`src/axwf_defs.svh`:
```
// Register offsets, field positions, reset values and ECC injection taps
`ifndef AXWF_DEFS_SVH
`define AXWF_DEFS_SVH

`define AXWF_CTRL_OFF 8'h00
`define AXWF_STATUS_OFF 8'h04
`define AXWF_COUNT_OFF 8'h08
`define AXWF_THRESH_OFF 8'h0c

`define AXWF_CTRL_ECC_EN_BIT 0
`define AXWF_CTRL_RST 32'h0000_0001

`define AXWF_ST_PFULL_BIT 0
`define AXWF_ST_PEMPTY_BIT 1
`define AXWF_ST_FULL_BIT 2
`define AXWF_ST_EMPTY_BIT 3
`define AXWF_ST_SBIT_BIT 4
`define AXWF_ST_DBIT_BIT 5
`define AXWF_ST_OVF_BIT 6

`define AXWF_THR_PE_LSB 16

`define AXWF_INJ_POS_A 3
`define AXWF_INJ_POS_B 5

`endif

```
`src/axwf_pkg.sv`:
```
// Shared types of the write-data buffer sideband logic
package axwf_pkg;

  typedef enum logic [1:0] {
    AXWF_ECC_CLEAN,
    AXWF_ECC_FIXED,
    AXWF_ECC_BAD
  } axwf_ecc_res_t;

endpackage : axwf_pkg

```
`src/axwf_secded.sv`:
```
// Single-error-correcting, double-error-detecting Hamming codec
module axwf_secded
  import axwf_pkg::*;
#(
  parameter int K = 36,
  parameter int P = 6,
  parameter int CW = K + P + 1
) (
  input wire logic [K-1:0] enc_data,
  output logic [CW-1:0] enc_code,
  input wire logic [CW-1:0] dec_code,
  output logic [K-1:0] dec_data,
  output axwf_ecc_res_t dec_res
);

  ////////////////////////////////////////////////////////////////////////////
  // Encoder: data at non power-of-two positions, bit 0 is overall parity
  always_comb begin
    logic [CW-1:0] c;
    logic par;
    int j;
    c = '0;
    par = 1'b0;
    j = 0;
    for (int p = 1; p < CW; p++) begin
      if ((p & (p - 1)) != 0) begin
        c[p] = enc_data[j];
        j++;
      end
    end
    for (int i = 0; i < P; i++) begin
      par = 1'b0;
      for (int p = 1; p < CW; p++) begin
        if ((((p >> i) & 1) == 1) && (p != (1 << i))) begin
          par = par ^ c[p];
        end
      end
      c[1 << i] = par;
    end
    c[0] = ^c[CW-1:1];
    enc_code = c;
  end

  ////////////////////////////////////////////////////////////////////////////
  // Decoder
  always_comb begin
    logic [P-1:0] syn;
    logic [CW-1:0] fixed;
    logic s;
    logic overall;
    int j;
    syn = '0;
    fixed = dec_code;
    s = 1'b0;
    j = 0;
    overall = ^dec_code;
    dec_data = '0;
    for (int i = 0; i < P; i++) begin
      s = 1'b0;
      for (int p = 1; p < CW; p++) begin
        if (((p >> i) & 1) == 1) begin
          s = s ^ dec_code[p];
        end
      end
      syn[i] = s;
    end
    if (syn == '0 && !overall) begin
      dec_res = AXWF_ECC_CLEAN;
    end else if (overall && (int'(syn) < CW)) begin
      // Syndrome zero with bad parity means only the parity bit flipped
      if (syn != '0) begin
        fixed[syn] = ~fixed[syn];
      end
      dec_res = AXWF_ECC_FIXED;
    end else begin
      dec_res = AXWF_ECC_BAD;
    end
    for (int p = 1; p < CW; p++) begin
      if ((p & (p - 1)) != 0) begin
        dec_data[j] = fixed[p];
        j++;
      end
    end
  end

endmodule : axwf_secded

```
`src/axwf_wdata_fifo.sv`:
```
// Write-data channel buffer with thresholds, counts, ECC and APB status
//
// Function
// - Full threshold input sets almost-full flag
// - Empty threshold input sets almost-empty flag
// - Thresholds captured at the first edge after reset release
// - Single injection corrupts one stored bit
// - Double injection corrupts two stored bits
// - Single-bit error corrected and flagged
// - Double-bit error flagged, data uncorrected
// - Overflow one cycle after write rejected while full, not during threshold capture
// - Rejected write leaves contents and pointers
// - Full buffer refuses writes, overflow raised
// - Write count never under-reports held words
// - Write counted from the following edge
// - Underflow output held low, never raised
// - Rejected read leaves contents and pointers
// - Empty buffer refuses reads, underflow low
// - Read count never over-reports available words
// - Read counted from the following edge
// - Common count gives words stored
// - Almost-full raised at or above threshold
// - Almost-full dropped below threshold
// - Almost-empty raised at or below threshold
// - Almost-empty dropped above threshold
// - Each entry holds data plus byte strobes
`include "axwf_defs.svh"

module axwf_wdata_fifo
  import axwf_pkg::*;
#(
  parameter int DW = 32,
  parameter int AW = 4,
  parameter int DEPTH = 16
) (
  input wire logic sys_clk,
  input wire logic rst,
  input wire logic [DW-1:0] s_axi_wdata,
  input wire logic [DW/8-1:0] s_axi_wstrb,
  input wire logic s_axi_wvalid,
  output logic s_axi_wready,
  output logic [DW-1:0] m_axi_wdata,
  output logic [DW/8-1:0] m_axi_wstrb,
  output logic m_axi_wvalid,
  input wire logic m_axi_wready,
  input wire logic [AW-1:0] prog_full_thresh,
  input wire logic [AW-1:0] prog_empty_thresh,
  input wire logic inject_sbit_err,
  input wire logic inject_dbit_err,
  output logic sbit_err,
  output logic dbit_err,
  output logic overflow,
  output logic underflow,
  output logic [AW:0] wr_data_count,
  output logic [AW:0] rd_data_count,
  output logic [AW:0] data_count,
  output logic prog_full,
  output logic prog_empty,
  input wire logic psel,
  input wire logic penable,
  input wire logic pwrite,
  input wire logic [7:0] paddr,
  input wire logic [31:0] pwdata,
  output logic [31:0] prdata,
  output logic pready,
  output logic pslverr
);

  localparam int SW = DW / 8;
  localparam int K = DW + SW;
  localparam int P = 6;
  localparam int CW = K + P + 1;

  typedef struct packed {
    logic [AW:0] wptr;
    logic [AW:0] rptr;
    logic [AW:0] cnt;
    logic [AW-1:0] pf_thr;
    logic [AW-1:0] pe_thr;
    logic thr_ld;
    logic ecc_en;
    logic ovf;
    logic unf;
    logic pf;
    logic pe;
    logic out_vld;
    logic [DW-1:0] out_data;
    logic [SW-1:0] out_strb;
    logic sbit;
    logic dbit;
    logic sbit_seen;
    logic dbit_seen;
    logic ovf_seen;
    logic [31:0] prdata;
    logic pslverr;
  } axwf_state_t;

  axwf_state_t st_q;
  axwf_state_t st_d;

  logic [CW-1:0] mem [DEPTH];
  logic [CW-1:0] enc_code;
  logic [CW-1:0] wr_code;
  logic [K-1:0] dec_data;
  axwf_ecc_res_t dec_res;
  logic full;
  logic empty;
  logic push;
  logic pop;
  logic setup;
  logic access;
  logic bad_addr;

  ////////////////////////////////////////////////////////////////////////////
  // Codec and storage
  axwf_secded #(
    .K(K),
    .P(P),
    .CW(CW)
  ) u_secded (
    .enc_data({s_axi_wstrb, s_axi_wdata}),
    .enc_code(enc_code),
    .dec_code(mem[st_q.rptr[AW-1:0]]),
    .dec_data(dec_data),
    .dec_res(dec_res)
  );

  always_comb begin
    wr_code = enc_code;
    if (st_q.ecc_en && inject_dbit_err) begin
      wr_code[`AXWF_INJ_POS_A] = ~enc_code[`AXWF_INJ_POS_A];
      wr_code[`AXWF_INJ_POS_B] = ~enc_code[`AXWF_INJ_POS_B];
    end else if (st_q.ecc_en && inject_sbit_err) begin
      wr_code[`AXWF_INJ_POS_A] = ~enc_code[`AXWF_INJ_POS_A];
    end
  end

  // No reset on the array, only pointers qualify its contents
  always_ff @(posedge sys_clk) begin
    if (push) begin
      mem[st_q.wptr[AW-1:0]] <= wr_code;
    end
  end

  ////////////////////////////////////////////////////////////////////////////
  // Handshakes
  assign full = (st_q.cnt == (AW+1)'(DEPTH));
  assign empty = (st_q.cnt == '0);
  // Held off until thresholds are captured after reset release
  assign s_axi_wready = st_q.thr_ld && !full;
  assign push = s_axi_wvalid && s_axi_wready;
  assign pop = !empty && (!st_q.out_vld || m_axi_wready);
  assign setup = psel && !penable;
  assign access = psel && penable;
  assign bad_addr = !(paddr == `AXWF_CTRL_OFF || paddr == `AXWF_STATUS_OFF ||
                      paddr == `AXWF_COUNT_OFF || paddr == `AXWF_THRESH_OFF);

  ////////////////////////////////////////////////////////////////////////////
  // Next state
  always_comb begin
    st_d = st_q;
    if (!st_q.thr_ld) begin
      st_d.pf_thr = prog_full_thresh;
      st_d.pe_thr = prog_empty_thresh;
      st_d.thr_ld = 1'b1;
    end
    if (push) begin
      st_d.wptr = st_q.wptr + (AW+1)'(1);
    end
    if (pop) begin
      st_d.rptr = st_q.rptr + (AW+1)'(1);
    end
    // One registered count serves all three outputs, so a transfer shows
    // from the next edge and the count is never off in either direction
    st_d.cnt = st_q.cnt + (AW+1)'(push) - (AW+1)'(pop);
    st_d.pf = (st_d.cnt >= {1'b0, st_d.pf_thr});
    st_d.pe = (st_d.cnt <= {1'b0, st_d.pe_thr});
    st_d.ovf = s_axi_wvalid && st_q.thr_ld && full;
    st_d.unf = 1'b0;
    if (pop) begin
      st_d.out_vld = 1'b1;
      st_d.out_data = dec_data[DW-1:0];
      st_d.out_strb = dec_data[K-1:DW];
      st_d.sbit = st_q.ecc_en && (dec_res == AXWF_ECC_FIXED);
      st_d.dbit = st_q.ecc_en && (dec_res == AXWF_ECC_BAD);
    end else if (m_axi_wready) begin
      st_d.out_vld = 1'b0;
      st_d.sbit = 1'b0;
      st_d.dbit = 1'b0;
    end
    // Register write, then sticky set so an event beats its clear
    if (access && pwrite && !st_q.pslverr) begin
      if (paddr == `AXWF_CTRL_OFF) begin
        st_d.ecc_en = pwdata[`AXWF_CTRL_ECC_EN_BIT];
      end
      if (paddr == `AXWF_STATUS_OFF) begin
        if (pwdata[`AXWF_ST_SBIT_BIT]) st_d.sbit_seen = 1'b0;
        if (pwdata[`AXWF_ST_DBIT_BIT]) st_d.dbit_seen = 1'b0;
        if (pwdata[`AXWF_ST_OVF_BIT]) st_d.ovf_seen = 1'b0;
      end
    end
    if (st_d.sbit && pop) st_d.sbit_seen = 1'b1;
    if (st_d.dbit && pop) st_d.dbit_seen = 1'b1;
    if (st_d.ovf) st_d.ovf_seen = 1'b1;
    // Read data and error are settled in the setup cycle
    if (setup) begin
      st_d.prdata = '0;
      st_d.pslverr = bad_addr;
      if (!pwrite) begin
        unique case (1'b1)
          paddr == `AXWF_CTRL_OFF: st_d.prdata[`AXWF_CTRL_ECC_EN_BIT] = st_q.ecc_en;
          paddr == `AXWF_STATUS_OFF: begin
            st_d.prdata[`AXWF_ST_PFULL_BIT] = st_q.pf;
            st_d.prdata[`AXWF_ST_PEMPTY_BIT] = st_q.pe;
            st_d.prdata[`AXWF_ST_FULL_BIT] = full;
            st_d.prdata[`AXWF_ST_EMPTY_BIT] = empty;
            st_d.prdata[`AXWF_ST_SBIT_BIT] = st_q.sbit_seen;
            st_d.prdata[`AXWF_ST_DBIT_BIT] = st_q.dbit_seen;
            st_d.prdata[`AXWF_ST_OVF_BIT] = st_q.ovf_seen;
          end
          paddr == `AXWF_COUNT_OFF: st_d.prdata[AW:0] = st_q.cnt;
          paddr == `AXWF_THRESH_OFF: begin
            st_d.prdata[AW-1:0] = st_q.pf_thr;
            st_d.prdata[`AXWF_THR_PE_LSB +: AW] = st_q.pe_thr;
          end
          default: st_d.prdata = '0;
        endcase
      end
    end
  end

  always_ff @(posedge sys_clk or posedge rst) begin
    if (rst) begin
      st_q <= '0;
      st_q.pe <= 1'b1;
      st_q.ecc_en <= 1'(`AXWF_CTRL_RST >> `AXWF_CTRL_ECC_EN_BIT);
    end else begin
      st_q <= st_d;
    end
  end

  ////////////////////////////////////////////////////////////////////////////
  // Outputs
  assign m_axi_wvalid = st_q.out_vld;
  assign m_axi_wdata = st_q.out_data;
  assign m_axi_wstrb = st_q.out_strb;
  assign sbit_err = st_q.sbit;
  assign dbit_err = st_q.dbit;
  assign overflow = st_q.ovf;
  assign underflow = st_q.unf;
  assign wr_data_count = st_q.cnt;
  assign rd_data_count = st_q.cnt;
  assign data_count = st_q.cnt;
  assign prog_full = st_q.pf;
  assign prog_empty = st_q.pe;
  assign prdata = st_q.prdata;
  assign pready = access;
  assign pslverr = access && st_q.pslverr;
endmodule : axwf_wdata_fifo

```
`config.mk`:
```
export PLATFORM = sky130hd
export DESIGN_NAME = axwf_wdata_fifo
export DESIGN_NICKNAME = d
export VERILOG_FILES = /design/src/axwf_pkg.sv /design/src/axwf_secded.sv /design/src/axwf_wdata_fifo.sv
export VERILOG_INCLUDE_DIRS = /design/src
export SDC_FILE = /design/constraint.sdc
export NUM_CORES = 1
export LEC_CHECK = 0
export BUFFER_PORTS_ARGS = -buffer_cell sky130_fd_sc_hd__buf_2
export CAP_MARGIN = 20
export CORE_AREA = 4 4 239 241
export CTS_CLUSTER_DIAMETER = 80
export DETAILED_ROUTE_END_ITERATION = 7
export DIE_AREA = 0 0 243 245
export GPL_TIMING_DRIVEN = 0
export PLACE_DENSITY = 0.79
export SLEW_MARGIN = 20
export SYNTH_ARGS = -nofsm -noshare
export SYNTH_HDL_FRONTEND = slang
export SYNTH_SLANG_ARGS = --single-unit
```
`constraint.sdc`:
```
create_clock -name sys_clk -period 5.8 [get_ports sys_clk]
set_input_delay 1.16 -clock sys_clk [delete_from_list [all_inputs] [get_ports sys_clk]]
set_output_delay 1.16 -clock sys_clk [all_outputs]
set_load 0.02 [all_outputs]
```
Yosys cells after proc, flatten, opt, wreduce, memory -nomap -nowiden
Memories as Yosys holds them, arrays and structs flattened.
Index checks and enable logic that the tools add are counted.
{"block": "classes", "n_mux": 34, "n_addsub": 4, "reduce_logical": 50, "magnitude_cmp": 5, "bitwise_logic": 201, "eq_ne": 6}
{"cell": "1-bit XOR", "count": 198}
{"cell": "43-bit 2-to-1 mux", "count": 3}
{"cell": "43-bit bitwise mux", "count": 1}
{"cell": "43-bit XOR reduction", "count": 1}
{"cell": "42-bit XOR reduction", "count": 1}
{"cell": "20-bit 2-to-1 mux", "count": 1}
{"cell": "2-bit nonzero test", "count": 10}
{"cell": "1-bit logical AND", "count": 19}
{"cell": "8-bit by 4-bit equality test with 1-bit output (second input constant)", "count": 2}
{"cell": "1-bit 2-to-1 mux", "count": 15}
{"cell": "5-bit by 1-bit adder with 5-bit output (second input constant)", "count": 2}
{"cell": "2-bit 2-to-1 mux", "count": 5}
{"cell": "9-bit 2-to-1 mux", "count": 1}
{"cell": "3-bit case mux with 3 select lines", "count": 1}
{"cell": "3-bit AND reduction", "count": 3}
{"cell": "8-bit by 3-bit equality test with 1-bit output (second input constant)", "count": 1}
{"cell": "8-bit logical NOT", "count": 1}
{"cell": "1-bit logical NOT", "count": 7}
{"cell": "6-bit by 7-bit < comparator with 1-bit output (second input constant)", "count": 1}
{"cell": "1-bit binary-select mux with 6-bit select", "count": 1}
{"cell": "1-bit demux with 6-bit select", "count": 1}
{"cell": "6-bit by 1-bit >= comparator with 1-bit output (second input constant)", "count": 1}
{"cell": "6-bit logical NOT", "count": 1}
{"cell": "6-bit < comparator (second input constant)", "count": 1}
{"cell": "other kinds (16)", "count": 22}
{"block": "totals", "memories": 1, "reg_bits": 103, "ram_bits": 688, "output_inout_bits": 93}
{"name": "mem", "depth": 16, "word_bits": 43, "read_ports": 1, "rd_ports_with_merged_regs": 0, "wr": 1, "line": "axwf_wdata_fifo.sv:101", "rtl": "logic [CW-1:0] mem [DEPTH];"}

Logic depth before layout (Yosys ltp)
An unclocked memory read counts as a cell.
{"block": "logic_depth", "word_depth": 31, "mapped_depth": 19, "depth_no_buf": 17}

Modules after synthesis
A second synthesis with hierarchy kept.
{"block": "unflattened", "cells_unflattened": 2019, "area_unflattened_um2": 33490.9}
{"module": "axwf_wdata_fifo", "instances": 1, "cells_per_inst": 1664, "area_each_um2": 30671.9}
{"module": "axwf_secded", "instances": 1, "cells_per_inst": 355, "area_each_um2": 2819.0}

Worst setup path before layout
Ideal clock, no wire load.
{"block": "synth_timing", "kind": "in2reg", "start": "input port s_axi_wvalid", "end": "memory mem[3][0] (netlist name), enable pin", "required_ns": 5.304, "path_stages": 4, "arrival_ns": 4.882, "n_path_buf": 0, "setup_time_ns": 0.496, "setup_slack_ns": 0.421, "cell_sequence": "nand2_1 -> a31oi_1 -> nand2_1 -> nor3_1"}
{"block": "synth_between", "elab_chain_cells": 3}
{"element": "from (decl)", "line": "axwf_wdata_fifo.sv:40", "rtl": "input wire logic s_axi_wvalid,"}
{"element": "1-bit logical AND", "line": "axwf_wdata_fifo.sv:151", "rtl": "assign push = s_axi_wvalid && s_axi_wready;"}
{"element": "1-bit 2-to-1 mux", "line": "axwf_wdata_fifo.sv:140", "rtl": "if (push) begin"}
{"element": "1-bit 2-to-1 mux (not written as such)", "line": "axwf_wdata_fifo.sv:141", "rtl": "mem[st_q.wptr[AW-1:0]] <= wr_code;"}
{"element": "to (decl)", "line": "axwf_wdata_fifo.sv:101"}
No other way between the ends.

Final worst setup path
{"block": "layout_timing", "start": "register st_q[94] (netlist name)", "end": "register st_q (netlist bit m_axi_wdata[21])"}
{"block": "layout_between", "elab_chain_cells": 29, "word_cells_on_any_way": 122, "cone_classes": "3 x order compare; 8 x mux; 103 x bitwise; 7 x reduce/logical; 1 x memory"}
{"element": "from (decl)", "line": "axwf_wdata_fifo.sv:98", "rtl": "axwf_state_t st_q;"}
{"element": "from (signal assigned)", "line": "axwf_wdata_fifo.sv:238", "rtl": "st_q <= st_d;"}
{"element": "memory 16 x 43 bit (*)"}
{"element": "1-bit XOR (20 in series)", "line": "axwf_secded.sv:62", "rtl": "s = s ^ dec_code[p];"}
{"element": "6-bit by 7-bit < comparator with 1-bit output (not written as such) or 6-bit by 1-bit >= comparator with 1-bit output (tied branches)", "line": "axwf_secded.sv:72", "rtl": "fixed[syn] = ~fixed[syn];"}
{"element": "1-bit logical AND (not written as such)", "line": "axwf_secded.sv:72"}
{"element": "1-bit 2-to-1 mux (not written as such)", "line": "axwf_secded.sv:72"}
{"element": "1-bit demux with 6-bit select"}
{"element": "43-bit bitwise mux", "line": "axwf_secded.sv:72"}
{"element": "43-bit 2-to-1 mux", "line": "axwf_secded.sv:71", "rtl": "if (syn != '0) begin"}
{"element": "43-bit 2-to-1 mux", "line": "axwf_secded.sv:69", "rtl": "end else if (overall && (int'(syn) < CW)) begin"}
{"element": "43-bit 2-to-1 mux (*)", "line": "axwf_secded.sv:67", "rtl": "if (syn == '0 && !overall) begin"}
Every way passes the cells marked *; elsewhere a longest branch is shown, timed or not. The select of a mux whose other input is x is not followed.
A chain may end at the register's enable or synchronous reset.

==> results.yml <==
outcome:
  status: "finished clean"
die:
  core_sq_um: 54900
  rows: 86
  die_h_um: 245
  boundaryPins: 186
  dieArea_sq_um: 59500
  start_util: 0.605
  dieWidth_um: 243
detailed_routing:
  ant_nets: 0
  drtIter0Drc: 2374
  first_pass_iters: 5
  vias: 19042
  post_drt_wl_per_cell_um: 30.9
  postRouteWirelength_mm: 90.4
  avgViaCountPerCell: 6.52
  drc: 0
flow_run:
  drv_cap: 0
synth:
  yosys.area.top_type: "edfxtp_1"
  ys_seq_elements: 768
  synth.area.top_cells: "edfxtp_1 (62%), mux4_2 (11%), dfrtp_1 (5.9%), xnor2_1 (2.8%), buf_4 (2.2%)"
  synth-edff-count: 688
  seq_area_frac_synth: 0.682
  synth_top_area_share: 0.622
  yosys.cell_types.count: 78
  synth_warnings: 0
  netlist_area_sq_um: 33200
  synth-main-ff-cell: "edfxtp_1"
  postSynthCellCount: 1862
  syn_avg_cell_area_sq_um: 17.8
  synthArstFlopShare: 0.104
sta:
  max-slew-margin-rel: 0.337
  finalMaxSlewViolations: 0
  period_minus_slack_ps: 5600
  rsz0062_at_grt: "no"
  hold_violations: 0
  finalSetupViolCount: 0
  fin_skew_ps: 34.1
  max_freq_mhz: 179
  fin_crit_sh: 0.966
  tightestPinTransition_ps: 995
  hold_slack_ps: 469
global_route:
  grt_max_degree: 61
  overflow: 0
  grt_usage: 0.306
  grt_pass1_vias: 19442
  antenna_found_initial: 4
  grt_pass1_wl_mm: 132
clock_tree:
  tritoncts.num_buffers: 76
  cts_hold_buf: 0
  clk_pin_slew_worst_paths_ps: 60
  cts_sinks: 768
  clk_latency_ps: 640
  cts_htree_levels: 3
  cts_root_buf: "clkbuf_16"
  cts_buffer_depth: 3
  cts_tree: "done"
layout:
  area_delta_synth_final_pct: 15.8
  num-nets-final: 2269
  drive_gt1_frac: 0.305
  nFillCells: 3322
  regArea_sq_um: 22700
  multiInputGateArea_sq_um: 9580
placed_design:
  gp_congestion: 0.904
  hpwlAfterDp_mm: 61.3
  port_buffers: 134
critical_path:
  crit_path_start_kind: "register"
  ff2ff_path_depth: 18
  path_max_fanout: 10
  worstPathRequired_ps: 6330
  worstPathArrival_ps: 6130
  setup.worst_path.end_class: "register"
  crit_type: "reg -> reg"
min_path:
  hold_path_class: "in -> async"
-- synthesized netlist by cell type (3+ instances only) --
cell type,count
xnor3_2,3
clkbuf_1,20
mux4_1,9
xnor3_1,13
a31o_2,5
and2_1,9
nand2b_1,6
ha_1,19
edfxtp_1,688
nor2_1,56
mux2_2,10
nor3_1,18
a21oi_1,29
o211ai_1,23
and3_1,9
o31ai_1,9
nor2_2,3
buf_4,96
a211oi_1,3
nand2_1,125
nand4_1,6
nand3_1,14
dfrtp_1,78
or3_1,4
o21ai_1,7
mux2i_1,71
nand3b_1,4
a22oi_1,51
buf_1,5
xor2_1,30
a21o_1,5
a22o_1,8
a31oi_1,6
nor2b_1,15
inv_1,21
buf_6,21
buf_2,19
xnor2_1,105
clkbuf_4,3
mux4_2,160
o21ai_0,26
-- layout make-up --
type	count	area share
Sequential cell	768	0.589
Multi-Input combinational cell	928	0.249
Clock buffer	96	0.0547
Timing Repair Buffer	196	0.0414
Buffer	164	0.0308
Tap cell	704	0.0229
Clock inverter	41	0.00931
Inverter	22	0.00221
Antenna cell	2	0.000130
-- path summary, 6_finish.rpt --
kind	start	to	slack, ps
worst min register to register	st_q[34]$_DFFE_PP0P_	st_q[34]$_DFFE_PP0P_	470
max in group asynchronous	rst	prog_empty$_DFF_PP1_	4690
min in group sys_clk	st_q[34]$_DFFE_PP0P_	st_q[34]$_DFFE_PP0P_	470
worst max register to register	st_q[94]$_DFFE_PP0P_	m_axi_wdata[21]$_DFFE_PP0P_	200
worst min-delay path	rst	m_axi_wdata[17]$_DFFE_PP0P_	470
worst max-delay path	st_q[94]$_DFFE_PP0P_	m_axi_wdata[21]$_DFFE_PP0P_	200
-- repair_timing --
action | 4_1_cts | 5_1_grt
pin swaps | 0 | 2
setup endpoints to repair | 15 | 33
gates resized for setup | 3 | 13
buffers inserted | 0 | 4
-- metal layers --
metal	up-vias	track usage	part of all wire
met2	1270	0.495	0.48
met1	9710	0.408	0.36
li1	7823	-	-
met4	2	0.129	0.045
met5	-	0	0.00014
met3	237	0.0694	0.11
-- worst max-delay path, stage by stage, from the launching register on --
cell	delay [ps]
dfrtp_1	370
buf_6	160
buf_8	170
buf_6	210
buf_6	250
buf_6	280
mux4_2	540
a22oi_1	360
nand2_1	290
xnor2_1	240
xnor2_1	160
xnor3_2	490
xnor3_1	490
nand2_1	240
nor2_1	180
o211ai_2	210
nor2_1	200
mux2_2	360
mux2_2	260
-- cell families after synthesis --
family	count (synthesis)	synth area share
AO/OA/AOI/OAI	194	0.0411
XOR/XNOR	158	0.0508
adder cells (fa/ha/maj)	20	0.00776
buffers and inverters	187	0.0381
flip-flops	768	0.682
multiplexers	250	0.140
other	2	0.000226
AND/OR/NAND/NOR	283	0.0394
-- per-stage QoR --
| step | setup slack [ps] | cell area (sq um) | instances | TNS [ps] | utilization |
|---|---|---|---|---|---|
| after floorplan | 421 | 33300 | 1883 | 0 | - |
| after detailed placement | -284 | 35900 | 2779 | -1170 | 0.654 |
| after CTS | 1.97 | 38300 | 2916 | 0 | 0.699 |
| after global routing | 33.5 | 38500 | 2920 | 0 | 0.701 |
| after global placement | -4430 | 34900 | 2721 | -1290900 | 0.635 |
| final | 199 | 38500 | 2921 | 0 | 0.701 |
-- registers in the layout, indices dropped and copies added (netlist names), 4 cells and up --
name,cells
prdata,11
st_q,22
m_axi_wdata,32
mem,688
m_axi_wstrb,4
data_count,5
-- cell usage in the layout, fill, tap and decap left out, types with 33 or more instances in the layout --
cell and count:
xnor2_1 95, buf_2 152, mux4_2 160, clkbuf_1 33
a22oi_1 51, edfxtp_1 688, nand2_1 123, buf_4 128
clkbuf_16 81, nor2_1 41, dfrtp_1 78, mux2i_1 71
Power is not shown: default switching activity piles up to over one toggle a cycle in this logic, so the estimate is an artifact.
